[config.mk]
export PLATFORM = sky130hd
export DESIGN_NAME = scr_router
export DESIGN_NICKNAME = d
export VERILOG_FILES = /design/src/rtl/scr_pkg.sv /design/src/rtl/scr_cmd_deser.sv /design/src/rtl/scr_router.sv /design/src/rtl/scr_sync3.sv
export SDC_FILE = /design/constraint.sdc
export NUM_CORES = 1
export LEC_CHECK = 0
export BUFFER_PORTS_ARGS = -buffer_cell sky130_fd_sc_hd__buf_2
export CORE_MARGIN = 2
export CORE_UTILIZATION = 45
export DETAILED_ROUTE_END_ITERATION = 8
export PLACE_DENSITY = 0.64
export SETUP_SLACK_MARGIN = 0.05
export SLEW_MARGIN = 10
export SYNTH_ARGS = -nofsm -noshare
export SYNTH_HDL_FRONTEND = slang
export SYNTH_SLANG_ARGS = --single-unit
[constraint.sdc]
create_clock -name clk_i -period 7.2 [get_ports clk_i]
set_input_delay 1.44 -clock clk_i [delete_from_list [all_inputs] [get_ports clk_i]]
set_output_delay 1.44 -clock clk_i [all_outputs]
set_load 0.01 [all_outputs]
[src/rtl/scr_pkg.sv]
// shared constants of the segment channel control router
package scr_pkg;
    // ------------------------------------------------------------
    // geometry
    // ------------------------------------------------------------
    localparam int NSEG       = 6;
    localparam int NADC       = 7;
    localparam int SPARE_IDX  = 6;
    localparam int TRIPLE_SZ  = 3;
    localparam int ADC_W      = 16;
    localparam int SAMPLE_W   = 14;
    localparam int OVL_BIT    = 14;
    localparam int SYNC_BIT   = 15;
    localparam int OFS_W      = 12;
    localparam int SEL_W      = 3;
    localparam int CMD_W      = 16;
    localparam int CMD_CH_LSB = 12;
    // ------------------------------------------------------------
    // register map, byte addresses on the wishbone port
    // ------------------------------------------------------------
    localparam int ADR_W = 5;
    localparam logic [4:0] REG_CTRL     = 5'h00;
    localparam logic [4:0] REG_SPARE    = 5'h04;
    localparam logic [4:0] REG_STATUS   = 5'h08;
    localparam logic [4:0] REG_IRQ_STAT = 5'h0c;
    localparam logic [4:0] REG_IRQ_MASK = 5'h10;
    localparam logic [4:0] REG_INSP     = 5'h14;
    localparam logic [4:0] REG_SYNC     = 5'h18;
    localparam logic [4:0] REG_LASTCMD  = 5'h1c;
    // ctrl fields
    localparam int CTRL_FRST_A = 0;
    localparam int CTRL_FRST_B = 1;
    localparam int CTRL_DAC_EN = 2;
    localparam int CTRL_OVL_EN = 3;
    localparam int CTRL_GATE   = 4;
    localparam int CTRL_W      = 5;
    localparam logic [4:0] CTRL_RST = 5'h10;
    // insp fields: dac a sel [2:0], dac b sel [6:4], logic 0 [9:8], logic 1 [11:10]
    localparam int INSP_DA_LSB = 0;
    localparam int INSP_DB_LSB = 4;
    localparam int INSP_L0_LSB = 8;
    localparam int INSP_L1_LSB = 10;
    // irq bits
    localparam int IRQ_INH_A = 0;
    localparam int IRQ_INH_B = 1;
    localparam int IRQ_OVL   = 2;
    localparam int IRQ_CMD   = 3;
    localparam int IRQ_SYNC  = 4;
    localparam int IRQ_W     = 5;
    // ------------------------------------------------------------
    // timing
    // ------------------------------------------------------------
    localparam int CLK_NS   = 40;
    localparam int SLEW_NS  = 10000;
    localparam int SLEW_CYC = (SLEW_NS + CLK_NS - 1) / CLK_NS;
    localparam int SYNC_LEN = 16;
    localparam int CMD_BIT_CYC = 4;
    localparam logic [15:0] SYNC_WORD = 16'hbc5c;
endpackage : scr_pkg

[src/rtl/scr_cmd_deser.sv]
// deserialiser for the offset command link (start, data lsb first, stop)
`timescale 1ns/1ps
`default_nettype none
module scr_cmd_deser #(
    parameter int BIT_CYC = scr_pkg::CMD_BIT_CYC,
    parameter int W       = scr_pkg::CMD_W
) (
    // clock and reset
    input  wire logic         clk_i,
    input  wire logic         rst_i,
    // synchronised line, idle high
    input  wire logic         rx_i,
    // received word
    output logic [W-1:0]      word_o,
    output logic              strobe_o
);
    typedef enum logic [1:0] {SCR_IDLE, SCR_START, SCR_DATA, SCR_STOP} scr_rx_t;
    scr_rx_t      state;
    logic [15:0]  cnt;
    logic [4:0]   nbit;
    logic [W-1:0] shreg;

    always_ff @(posedge clk_i) begin
        if (rst_i) begin
            state    <= SCR_IDLE;
            cnt      <= 16'h0000;
            nbit     <= 5'h00;
            shreg    <= '0;
            word_o   <= '0;
            strobe_o <= 1'b0;
        end else begin
            strobe_o <= 1'b0;
            if (cnt != 16'h0000) begin
                cnt <= cnt - 16'h0001;
            end
            unique case (state)
                SCR_IDLE: begin
                    if (!rx_i) begin
                        state <= SCR_START;
                        cnt   <= 16'((BIT_CYC - 1) / 2);
                    end
                end
                SCR_START: begin
                    // a glitch shorter than half a bit is not a start
                    if (cnt == 16'h0000) begin
                        state <= rx_i ? SCR_IDLE : SCR_DATA;
                        cnt   <= 16'(BIT_CYC - 1);
                        nbit  <= 5'h00;
                    end
                end
                SCR_DATA: begin
                    if (cnt == 16'h0000) begin
                        shreg <= {rx_i, shreg[W-1:1]};
                        cnt   <= 16'(BIT_CYC - 1);
                        nbit  <= nbit + 5'h01;
                        if (nbit == 5'(W - 1)) begin
                            state <= SCR_STOP;
                        end
                    end
                end
                SCR_STOP: begin
                    // framing error: word dropped silently
                    if (cnt == 16'h0000) begin
                        state <= SCR_IDLE;
                        if (rx_i) begin
                            word_o   <= shreg;
                            strobe_o <= 1'b1;
                        end
                    end
                end
            endcase
        end
    end
endmodule : scr_cmd_deser
`default_nettype wire

[src/rtl/scr_router.sv]
// segment channel control and data routing for one segment card
//
// Chosen here: the register addresses and register access over Wishbone.
`timescale 1ns/1ps
`default_nettype none
module scr_router #(
    parameter int SLEW_CYC    = scr_pkg::SLEW_CYC,
    parameter int SYNC_LEN    = scr_pkg::SYNC_LEN,
    parameter int CMD_BIT_CYC = scr_pkg::CMD_BIT_CYC
) (
    // clock and reset
    input  wire logic        clk_i,
    input  wire logic        rst_i,
    // wishbone slave
    input  wire logic        cyc_i,
    input  wire logic        stb_i,
    input  wire logic        we_i,
    input  wire logic [4:0]  adr_i,
    input  wire logic [3:0]  sel_i,
    input  wire logic [31:0] dat_i,
    output logic      [31:0] dat_o,
    output logic             ack_o,
    output logic             irq_o,
    // converters, index 6 is the spare
    input  wire logic [111:0] adc_word_i,
    // preamp cable
    input  wire logic        reset_busy_a_i,
    input  wire logic        reset_busy_b_i,
    output logic             fast_reset_off_triple_a_o,
    output logic             fast_reset_off_triple_b_o,
    output logic [1:0]       overload_reset_o,
    // input buffer routing to the spare converter
    output logic [5:0]       spare_buf_en_o,
    // serialiser words
    output logic [95:0]      link_word_o,
    output logic [5:0]       link_valid_o,
    // offset command link and offset dac values
    input  wire logic        offset_command_link_i,
    output logic [83:0]      offset_o,
    // inspection
    output logic [13:0]      insp_dac_a_o,
    output logic [13:0]      insp_dac_b_o,
    output logic             insp_dac_en_o,
    output logic [1:0]       insp_logic_o
);
    localparam int N          = scr_pkg::NSEG;
    localparam int AW         = scr_pkg::ADC_W;
    localparam int OW         = scr_pkg::OFS_W;
    localparam int SW         = scr_pkg::SAMPLE_W;
    localparam int CMD_CH_TOP = scr_pkg::CMD_CH_LSB + scr_pkg::SEL_W - 1;

    // ------------------------------------------------------------
    // helpers
    // ------------------------------------------------------------
    function automatic logic triple_of(input int k);
        triple_of = (k >= scr_pkg::TRIPLE_SZ);
    endfunction : triple_of

    function automatic logic [AW-1:0] adc_of(input logic [111:0] v, input logic [2:0] i);
        adc_of = v[AW*i +: AW];
    endfunction : adc_of

    // ------------------------------------------------------------
    // input synchronisers and command deserialiser
    // ------------------------------------------------------------
    wire logic [2:0] sync_lvl;
    wire logic       busy_a = sync_lvl[0];
    wire logic       busy_b = sync_lvl[1];
    wire logic       cmd_rx = ~sync_lvl[2];
    wire logic [scr_pkg::CMD_W-1:0] cmd_word;
    wire logic       cmd_stb;

    // the command line idles high; it crosses inverted so a reset stage never fakes a start
    scr_sync3 #(.W(3)) u_sync (
        .clk_i   (clk_i),
        .rst_i   (rst_i),
        .async_i ({~offset_command_link_i, reset_busy_b_i, reset_busy_a_i}),
        .level_o (sync_lvl)
    );

    scr_cmd_deser #(.BIT_CYC(CMD_BIT_CYC), .W(scr_pkg::CMD_W)) u_deser (
        .clk_i    (clk_i),
        .rst_i    (rst_i),
        .rx_i     (cmd_rx),
        .word_o   (cmd_word),
        .strobe_o (cmd_stb)
    );

    // ------------------------------------------------------------
    // registers and bus decode
    // ------------------------------------------------------------
    logic [scr_pkg::CTRL_W-1:0] ctrl;
    logic [2:0]                 spare_sel;
    logic [11:0]                insp;
    logic [scr_pkg::IRQ_W-1:0]  irq_stat;
    logic [scr_pkg::IRQ_W-1:0]  irq_mask;
    logic [scr_pkg::CMD_W-1:0]  last_cmd;
    logic [15:0]                sync_cnt;
    logic                       busy_a_q;
    logic                       busy_b_q;

    wire logic req   = cyc_i && stb_i && !ack_o;
    wire logic wr    = req && we_i && sel_i[0];
    wire logic wr_lo = wr && sel_i[1];
    wire logic wr_ctrl  = wr && (adr_i == scr_pkg::REG_CTRL);
    wire logic wr_spare = wr && (adr_i == scr_pkg::REG_SPARE);
    wire logic wr_icl   = wr && (adr_i == scr_pkg::REG_IRQ_STAT);
    wire logic wr_imask = wr && (adr_i == scr_pkg::REG_IRQ_MASK);
    wire logic wr_insp  = wr_lo && (adr_i == scr_pkg::REG_INSP);
    wire logic wr_sync  = wr && (adr_i == scr_pkg::REG_SYNC) && dat_i[0];
    wire logic sync_act = (sync_cnt != 16'h0000);

    wire logic [31:0] rd_mux =
        (adr_i == scr_pkg::REG_CTRL)     ? 32'(ctrl) :
        (adr_i == scr_pkg::REG_SPARE)    ? 32'(spare_sel) :
        (adr_i == scr_pkg::REG_STATUS)   ? 32'({sync_act, busy_b, busy_a}) :
        (adr_i == scr_pkg::REG_IRQ_STAT) ? 32'(irq_stat) :
        (adr_i == scr_pkg::REG_IRQ_MASK) ? 32'(irq_mask) :
        (adr_i == scr_pkg::REG_INSP)     ? 32'(insp) :
        (adr_i == scr_pkg::REG_SYNC)     ? 32'(sync_act) :
        (adr_i == scr_pkg::REG_LASTCMD)  ? 32'(last_cmd) : 32'h0000_0000;

    // ------------------------------------------------------------
    // routing decode
    // ------------------------------------------------------------
    // only codes 1..6 route the spare; any other value means no substitute
    wire logic [2:0] next_spare = (dat_i[2:0] <= 3'(N)) ? dat_i[2:0] : 3'h0;
    wire logic [AW-1:0] spare_w = adc_of(adc_word_i, 3'(scr_pkg::SPARE_IDX));

    logic [AW-1:0] routed [N];
    logic [N-1:0]  chan_ovl;
    logic [N-1:0]  chan_busy;
    logic [OW-1:0] cur_ofs [N];
    logic [OW-1:0] tgt_ofs [N];
    logic [15:0]   slew_cnt;
    wire logic     slew_tick = (slew_cnt == 16'h0000);

    genvar g;
    generate
        for (g = 0; g < N; g++) begin : g_chan
            wire logic sub = (spare_sel == 3'(g + 1));
            // the spare word is placed on the replaced segment's link
            assign routed[g]    = sub ? spare_w : adc_of(adc_word_i, 3'(g));
            assign chan_ovl[g]  = routed[g][scr_pkg::OVL_BIT];
            assign chan_busy[g] = triple_of(g) ? busy_b : busy_a;

            wire logic hit = cmd_stb &&
                (cmd_word[CMD_CH_TOP:scr_pkg::CMD_CH_LSB] == 3'(g));

            always_ff @(posedge clk_i) begin
                if (rst_i) begin
                    tgt_ofs[g] <= '0;
                    cur_ofs[g] <= '0;
                end else begin
                    if (hit) begin
                        tgt_ofs[g] <= cmd_word[OW-1:0];
                    end
                    // one lsb per slew period keeps the baseline filter undisturbed
                    if (slew_tick && cur_ofs[g] < tgt_ofs[g]) begin
                        cur_ofs[g] <= cur_ofs[g] + OW'(1);
                    end else if (slew_tick && cur_ofs[g] > tgt_ofs[g]) begin
                        cur_ofs[g] <= cur_ofs[g] - OW'(1);
                    end
                end
            end

            always_ff @(posedge clk_i) begin
                if (rst_i) begin
                    link_word_o[AW*g +: AW] <= '0;
                    link_valid_o[g]         <= 1'b0;
                    spare_buf_en_o[g]       <= 1'b0;
                    offset_o[OW*g +: OW]    <= '0;
                end else begin
                    link_word_o[AW*g +: AW] <= sync_act ? scr_pkg::SYNC_WORD : routed[g];
                    link_valid_o[g]  <= sync_act || !(ctrl[scr_pkg::CTRL_GATE] && chan_busy[g]);
                    spare_buf_en_o[g]    <= sub;
                    offset_o[OW*g +: OW] <= cur_ofs[g];
                end
            end
        end
    endgenerate

    // the spare offset is taken from the segment it currently stands in for
    wire logic [OW-1:0] spare_ofs = (spare_sel != 3'h0) ? cur_ofs[spare_sel - 3'h1] : '0;
    wire logic [2:0] da_sel = insp[scr_pkg::INSP_DA_LSB +: 3];
    wire logic [2:0] db_sel = insp[scr_pkg::INSP_DB_LSB +: 3];
    wire logic [SW-1:0] da_val = (da_sel < 3'(N)) ? routed[da_sel][SW-1:0] : spare_w[SW-1:0];
    wire logic [SW-1:0] db_val = (db_sel < 3'(N)) ? routed[db_sel][SW-1:0] : spare_w[SW-1:0];
    wire logic [3:0] lsrc = {cmd_stb, sync_act, busy_b, busy_a};
    wire logic [1:0] l0_sel = insp[scr_pkg::INSP_L0_LSB +: 2];
    wire logic [1:0] l1_sel = insp[scr_pkg::INSP_L1_LSB +: 2];
    wire logic [scr_pkg::IRQ_W-1:0] events;
    assign events[scr_pkg::IRQ_INH_A] = busy_a && !busy_a_q;
    assign events[scr_pkg::IRQ_INH_B] = busy_b && !busy_b_q;
    assign events[scr_pkg::IRQ_OVL]   = |chan_ovl;
    assign events[scr_pkg::IRQ_CMD]   = cmd_stb;
    assign events[scr_pkg::IRQ_SYNC]  = (sync_cnt == 16'h0001);

    // ------------------------------------------------------------
    // bus registers and control
    // ------------------------------------------------------------
    always_ff @(posedge clk_i) begin
        if (rst_i) begin
            ack_o     <= 1'b0;
            dat_o     <= 32'h0000_0000;
            ctrl      <= scr_pkg::CTRL_RST;
            spare_sel <= 3'h0;
            insp      <= 12'h000;
            irq_mask  <= '0;
            last_cmd  <= '0;
            sync_cnt  <= 16'h0000;
        end else begin
            ack_o <= req;
            dat_o <= req ? rd_mux : 32'h0000_0000;
            if (wr_ctrl) begin
                ctrl <= dat_i[scr_pkg::CTRL_W-1:0];
            end
            // a single register holds the whole routing choice
            if (wr_spare) begin
                spare_sel <= next_spare;
            end
            if (wr_insp) begin
                insp <= dat_i[11:0];
            end
            if (wr_imask) begin
                irq_mask <= dat_i[scr_pkg::IRQ_W-1:0];
            end
            if (cmd_stb) begin
                last_cmd <= cmd_word;
            end
            if (wr_sync) begin
                sync_cnt <= 16'(SYNC_LEN);
            end else if (sync_act) begin
                sync_cnt <= sync_cnt - 16'h0001;
            end
        end
    end

    // events win over a simultaneous write-one-to-clear
    always_ff @(posedge clk_i) begin
        if (rst_i) begin
            irq_stat <= '0;
            irq_o    <= 1'b0;
            busy_a_q <= 1'b0;
            busy_b_q <= 1'b0;
        end else begin
            irq_stat <= (irq_stat & ~(wr_icl ? dat_i[scr_pkg::IRQ_W-1:0] : '0)) | events;
            irq_o    <= |(irq_stat & irq_mask);
            busy_a_q <= busy_a;
            busy_b_q <= busy_b;
        end
    end

    // ------------------------------------------------------------
    // pins to the preamps and inspection
    // ------------------------------------------------------------
    always_ff @(posedge clk_i) begin
        if (rst_i) begin
            fast_reset_off_triple_a_o <= 1'b0;
            fast_reset_off_triple_b_o <= 1'b0;
            overload_reset_o          <= 2'h0;
            offset_o[OW*scr_pkg::SPARE_IDX +: OW] <= '0;
            slew_cnt      <= 16'h0000;
            insp_dac_a_o  <= '0;
            insp_dac_b_o  <= '0;
            insp_dac_en_o <= 1'b0;
            insp_logic_o  <= 2'h0;
        end else begin
            fast_reset_off_triple_a_o <= ctrl[scr_pkg::CTRL_FRST_A];
            fast_reset_off_triple_b_o <= ctrl[scr_pkg::CTRL_FRST_B];
            overload_reset_o[0] <= ctrl[scr_pkg::CTRL_OVL_EN] && |chan_ovl[2:0];
            overload_reset_o[1] <= ctrl[scr_pkg::CTRL_OVL_EN] && |chan_ovl[5:3];
            offset_o[OW*scr_pkg::SPARE_IDX +: OW] <= spare_ofs;
            slew_cnt <= slew_tick ? 16'(SLEW_CYC - 1) : slew_cnt - 16'h0001;
            // a disabled dac is held at zero so it draws no activity
            insp_dac_en_o <= ctrl[scr_pkg::CTRL_DAC_EN];
            insp_dac_a_o  <= ctrl[scr_pkg::CTRL_DAC_EN] ? da_val : '0;
            insp_dac_b_o  <= ctrl[scr_pkg::CTRL_DAC_EN] ? db_val : '0;
            insp_logic_o  <= {lsrc[l1_sel], lsrc[l0_sel]};
        end
    end

    // ------------------------------------------------------------
    // checks
    // ------------------------------------------------------------
    chk_frst_follow: assert property (@(posedge clk_i) disable iff (rst_i)
        wr_ctrl |-> ##2 fast_reset_off_triple_a_o == $past(dat_i[scr_pkg::CTRL_FRST_A], 2))
        else $error("fast reset disable a does not follow ctrl");
    chk_busy_gate: assert property (@(posedge clk_i) disable iff (rst_i)
        (busy_a && ctrl[scr_pkg::CTRL_GATE] && !sync_act) |=> !link_valid_o[0])
        else $error("channel 0 not suppressed during reset-busy");
    chk_spare_route: assert property (@(posedge clk_i) disable iff (rst_i)
        (spare_sel == 3'h3 && !sync_act) |=> link_word_o[47:32] == $past(spare_w))
        else $error("spare word not on replaced link");
    chk_buf_match: assert property (@(posedge clk_i) disable iff (rst_i)
        $onehot0(spare_buf_en_o) && (spare_buf_en_o[2] == $past(spare_sel == 3'h3)))
        else $error("buffer enable does not match spare selection");
    chk_spare_ofs: assert property (@(posedge clk_i) disable iff (rst_i)
        (spare_sel == 3'h3) |=> offset_o[83:72] == $past(cur_ofs[2]))
        else $error("spare offset not taken from its segment");
    chk_slew_rate: assert property (@(posedge clk_i) disable iff (rst_i)
        !$past(slew_tick) |-> $stable(cur_ofs[0]))
        else $error("offset changed between slew ticks");
    chk_sync_len: assert property (@(posedge clk_i) disable iff (rst_i)
        wr_sync |-> ##2 (link_word_o[15:0] == scr_pkg::SYNC_WORD) [*8] ##1 sync_act)
        else $error("sync pattern too short");
    chk_busy_filter: assert property (@(posedge clk_i) disable iff (rst_i)
        $rose(reset_busy_a_i) ##1 reset_busy_a_i [*2] |-> !busy_a)
        else $error("reset-busy used before synchroniser settles");
    chk_irq_level: assert property (@(posedge clk_i) disable iff (rst_i)
        (|(irq_stat & irq_mask)) |=> irq_o)
        else $error("interrupt not raised for unmasked status");
    chk_frst_b_follow: assert property (@(posedge clk_i) disable iff (rst_i)
        wr_ctrl |-> ##2 fast_reset_off_triple_b_o == $past(dat_i[scr_pkg::CTRL_FRST_B], 2))
        else $error("fast reset disable b does not follow ctrl");
    chk_busy_gate_b: assert property (@(posedge clk_i) disable iff (rst_i)
        (busy_b && ctrl[scr_pkg::CTRL_GATE] && !sync_act) |=> !link_valid_o[3])
        else $error("channel 3 not suppressed during reset-busy");
    chk_ovl_fwd: assert property (@(posedge clk_i) disable iff (rst_i)
        (ctrl[scr_pkg::CTRL_OVL_EN] && chan_ovl[4]) |=> overload_reset_o[1])
        else $error("overload not forwarded to triple b");
    chk_dac_off: assert property (@(posedge clk_i) disable iff (rst_i)
        !ctrl[scr_pkg::CTRL_DAC_EN] |=>
            (insp_dac_a_o == '0 && insp_dac_b_o == '0 && !insp_dac_en_o))
        else $error("inspection dac active while disabled");
endmodule : scr_router
`default_nettype wire

[src/rtl/scr_sync3.sv]
// three-stage input synchroniser with agreement filter
`timescale 1ns/1ps
`default_nettype none
module scr_sync3 #(
    parameter int W = 1
) (
    // clock and reset
    input  wire logic         clk_i,
    input  wire logic         rst_i,
    // levels
    input  wire logic [W-1:0] async_i,
    output logic      [W-1:0] level_o
);
    logic [W-1:0] st1;
    logic [W-1:0] st2;
    logic [W-1:0] st3;

    // st1 is read only by st2; the level follows once st2 and st3 agree
    always_ff @(posedge clk_i) begin
        if (rst_i) begin
            st1     <= '0;
            st2     <= '0;
            st3     <= '0;
            level_o <= '0;
        end else begin
            st1 <= async_i;
            st2 <= st1;
            st3 <= st2;
            for (int i = 0; i < W; i++) begin
                if (st2[i] == st3[i]) begin
                    level_o[i] <= st3[i];
                end
            end
        end
    end
endmodule : scr_sync3
`default_nettype wire

==> summary.md <==
| Metric | Value |
|---|---|
| Status | completed |
| CP Capture Point | cur_ofs[4][9] |
| Commonest non-fill, non-tap cells in the layout | 386 x dfxtp_1, 382 x buf_2, 283 x nor2_1 |
| Clk Latency, worst-skew pair | 640 ps |
| Multi-input gate area | 12,500 um^2 |
| Compound-Gate Fraction of Synth Area | 12.2% |
| Share of the synthesized area in the top cell type | 30.2% |
| Area growth syn-to-layout | 17.2% |
| Crit path arrival time | 4700 ps |
| Post-synth EDFFs | 144 |
| Die Height | 244 um |
| CTS root buffer | clkbuf_16 |
| Initial DRT Pass Iterations | 6 |
| CTS tree | done |
| Ys async rst share | 0% |
| Worst setup EP type | flip-flop |
| Tmin final | 4330 ps |
| Crit path launch | rst_i |
| Mux share of post-synthesis cell area | 9.79% |
| Slew Limit Fails | 0 |
| Worst-path maximum fanout | 25 |
| Crit path cell chain | clkbuf_8, nor4b_2, buf_4, nand2_1, or2_2, inv_1, ha_1, a211oi_1, o21bai_1, a2111o_1, a221oi_1, xor2_1, nor2_1 |
| Clock-pin transition on the worst setup and hold timing paths | 60 ps |
| Cells after Synth | 2,681 |
| GP Congestion | 0.942 |
| Row count | 87 |
| Via count | 21,532 |
| Antenna violations before repair | 15 |
| Highest clock rate | 231 MHz |
| Final Setup Violations | 0 |
| LEAKAGE | 12.8 nW |
| Synth top area cells | dfxtp_1 30%, edfxtp_1 17%, mux2i_1 5.7% |
| Nets@finish | 3,262 |
| Num CTS Buffers | 58 |
| CTS H-Tree Depth | 2 |
| Reg2reg end | cur_ofs[4][9] |
| IO Pins | 422 |
| Max-cap violations | 0 |
| Hold Worst Slack | 448 ps |
| Most used DFF post-synth | dfxtp_1 |
| Vias in the first global route | 20,909 |
| Hold Buf Count CTS | 0 |
| Worst setup SP type | input port |
| Fillcell total | 5,167 |
| CP top delay family | compound AO/OA/AOI/OAI gates |
| Max clock buf depth | 3 |
| Hold Fails Final Rpt | 0 |
| Adder-Cell Fraction of Synth Area | 5.31% |
| Setup tns final | 0 ps |
| Layout cells sized above 1 | 19.4% |
| Total chip power | 10.0 mW |
| Total track usage | 25.9% |
| Core area | 56,600 um^2 |
| Post-Synth Simple-Gate Area | 19.3% |
| Setup CP Type | in -> reg |
| Crit-path max cell delay | 440 ps |
| Max IR drop VDD | 0.239 mV |
| Leading area contributor after synthesis | dfxtp_1 |
| Critical-path top delay cell | a2111o_1 |
| First-pass GRT wire length | 121 mm |
| Max_slew headroom | 20.5% |
| Final core occ | 53.5% |
| Slew @ Worst Pin | 1190 ps |
| WL final | 79.4 mm |
| R2r setup slk | 2880 ps |
| Clock Sinks | 533 |
| Starting Density | 45.6% |
| Vias per cell | 5.66 |
| First-iteration detailed-routing DRC count | 1,853 |
| Pwr/cell area | 332 nW/um^2 |
| R2R Path Start | slew_cnt[0] |
| Post-Synth XOR/XNOR Area | 1.36% |
| Port bufs | 383 |
| Fin crit share | 60.1% |
| Mapped cell area | 25,800 um^2 |
| Post-cts gate resize count | 0 |
| DRC viols | 0 |
| Gr ovfl total | 0 |
| Largest net degree at the start of global routing | 187 |
| PnR worst setup slack | 2870 ps |
| FF/Latch Area | 12,100 um^2 |
| Hold Path Class | reg -> reg |
| Commonest non-fill, non-tap cell in the layout | dfxtp_1 |
| DR WL/cell | 20.9 um |
| Combinational family with the most area after synthesis | simple AND/OR/NAND/NOR gates |
| Sequential area share after synthesis | 46.9% |
| Worst path required time | 7570 ps |
| Critical path depth | 13 |
| Worst Clk Skew | 27.0 ps |
| Flops & latches, synth | 533 |
| Die width | 244 um |
| Die area | 59,300 um^2 |
| Post-DP HPWL | 56.9 mm |
| Synth warn | 0 |
| Reg2Reg Depth | 16 |
| CP bufs+invs | 3 |
| Mean Syn Cell Area | 9.63 um^2 |
| Unrepaired setup endpoints after global routing | false |
| Netlist cell types | 76 |
| Post-route ant nets | 0 |
| Dpl ws | 2290 ps |
| Setup repair bufs after CTS | 0 |
[worst min-delay path by stage]
stage	start	endpoint	slack [ps]	cells past startpoint
after floorplan	u_sync.st1[0]	u_sync.st2[0]	410	1
after global placement	u_sync.st1[1]	u_sync.st2[1]	440	1
after detailed placement	u_sync.st1[1]	u_sync.st2[1]	440	1
after CTS	u_sync.st1[2]	u_sync.st2[2]	450	1
after global routing	u_sync.st1[2]	u_sync.st2[2]	470	1
final	u_sync.st1[2]	u_sync.st2[2]	450	1
[layout make-up]
| class | count | share of cell area [%] |
|---|---|---|
| repair buffers | 414 | 7.17 |
| diodes | 10 | 0.0827 |
| clock inverters | 22 | 0.897 |
| well taps | 756 | 3.12 |
| inverters | 139 | 1.72 |
| clock buffers | 87 | 5.77 |
| multi-input cells | 1846 | 41.2 |
| flip-flops and latches | 533 | 40.0 |
[layer usage]
layer,vias up,part of all wire (%),global-route usage [%]
met2,858,47,42.9
li1,10123,-,-
met1,10362,41,32.7
met5,-,0.083,0
met4,10,4.1,11.2
met3,179,7.3,5.40
[sequential cells by signal, summed over array words and instances, names as in the netlist, 16 cells and up, named ones only]
register / flops
link_word_o: 96
u_deser.shreg: 16
sync_cnt: 16
u_deser.cnt: 16
dat_o: 16
cur_ofs: 72
u_deser.word_o: 16
slew_cnt: 16
offset_o: 84
tgt_ofs: 72
last_cmd: 16
[kinds of logic after synthesis]
| logic type | Yosys count |
|---|---|
| and+or+nand+nor | 985 |
| other | 1 |
| AOI/OAI and AO/OA | 497 |
| DFF | 533 |
| muxes | 199 |
| xor gates and xnor gates | 40 |
| buffers and inverters | 317 |
| adders and majority gates | 109 |
[synthesized netlist by cell type (23+ instances only)]
library cell / n
a211oi_1: 30
a21oi_1: 173
a221oi_1: 51
a31oi_1: 76
and2_1: 84
and3_1: 57
buf_4: 23
clkbuf_1: 115
dfxtp_1: 389
edfxtp_1: 144
ha_1: 108
inv_1: 137
mux2i_1: 148
mux4_2: 42
nand2_1: 210
nand2b_1: 68
nand3_1: 27
nor2_1: 284
nor2b_1: 85
nor3_1: 54
o21ai_0: 32
o22ai_1: 56
or3_1: 43
xnor2_1: 25
[stage by stage]
step | instance area, um^2 | std cells
after floorplan | 25900 | 2696
after global placement | 28200 | 3688
after detailed placement | 28200 | 3688
after CTS | 30200 | 3797
after global routing | 30300 | 3807
final | 30300 | 3807
[report_power, final]
part,internal [mW],switching (mW),leakage [nW]
logic,1.11,1.52,7.15
registers,3.64,0.661,4.67
clock network,1.86,1.26,0.988
total,6.60,3.44,12.8
No activity file was read; power rests on OpenSTA's default activity.
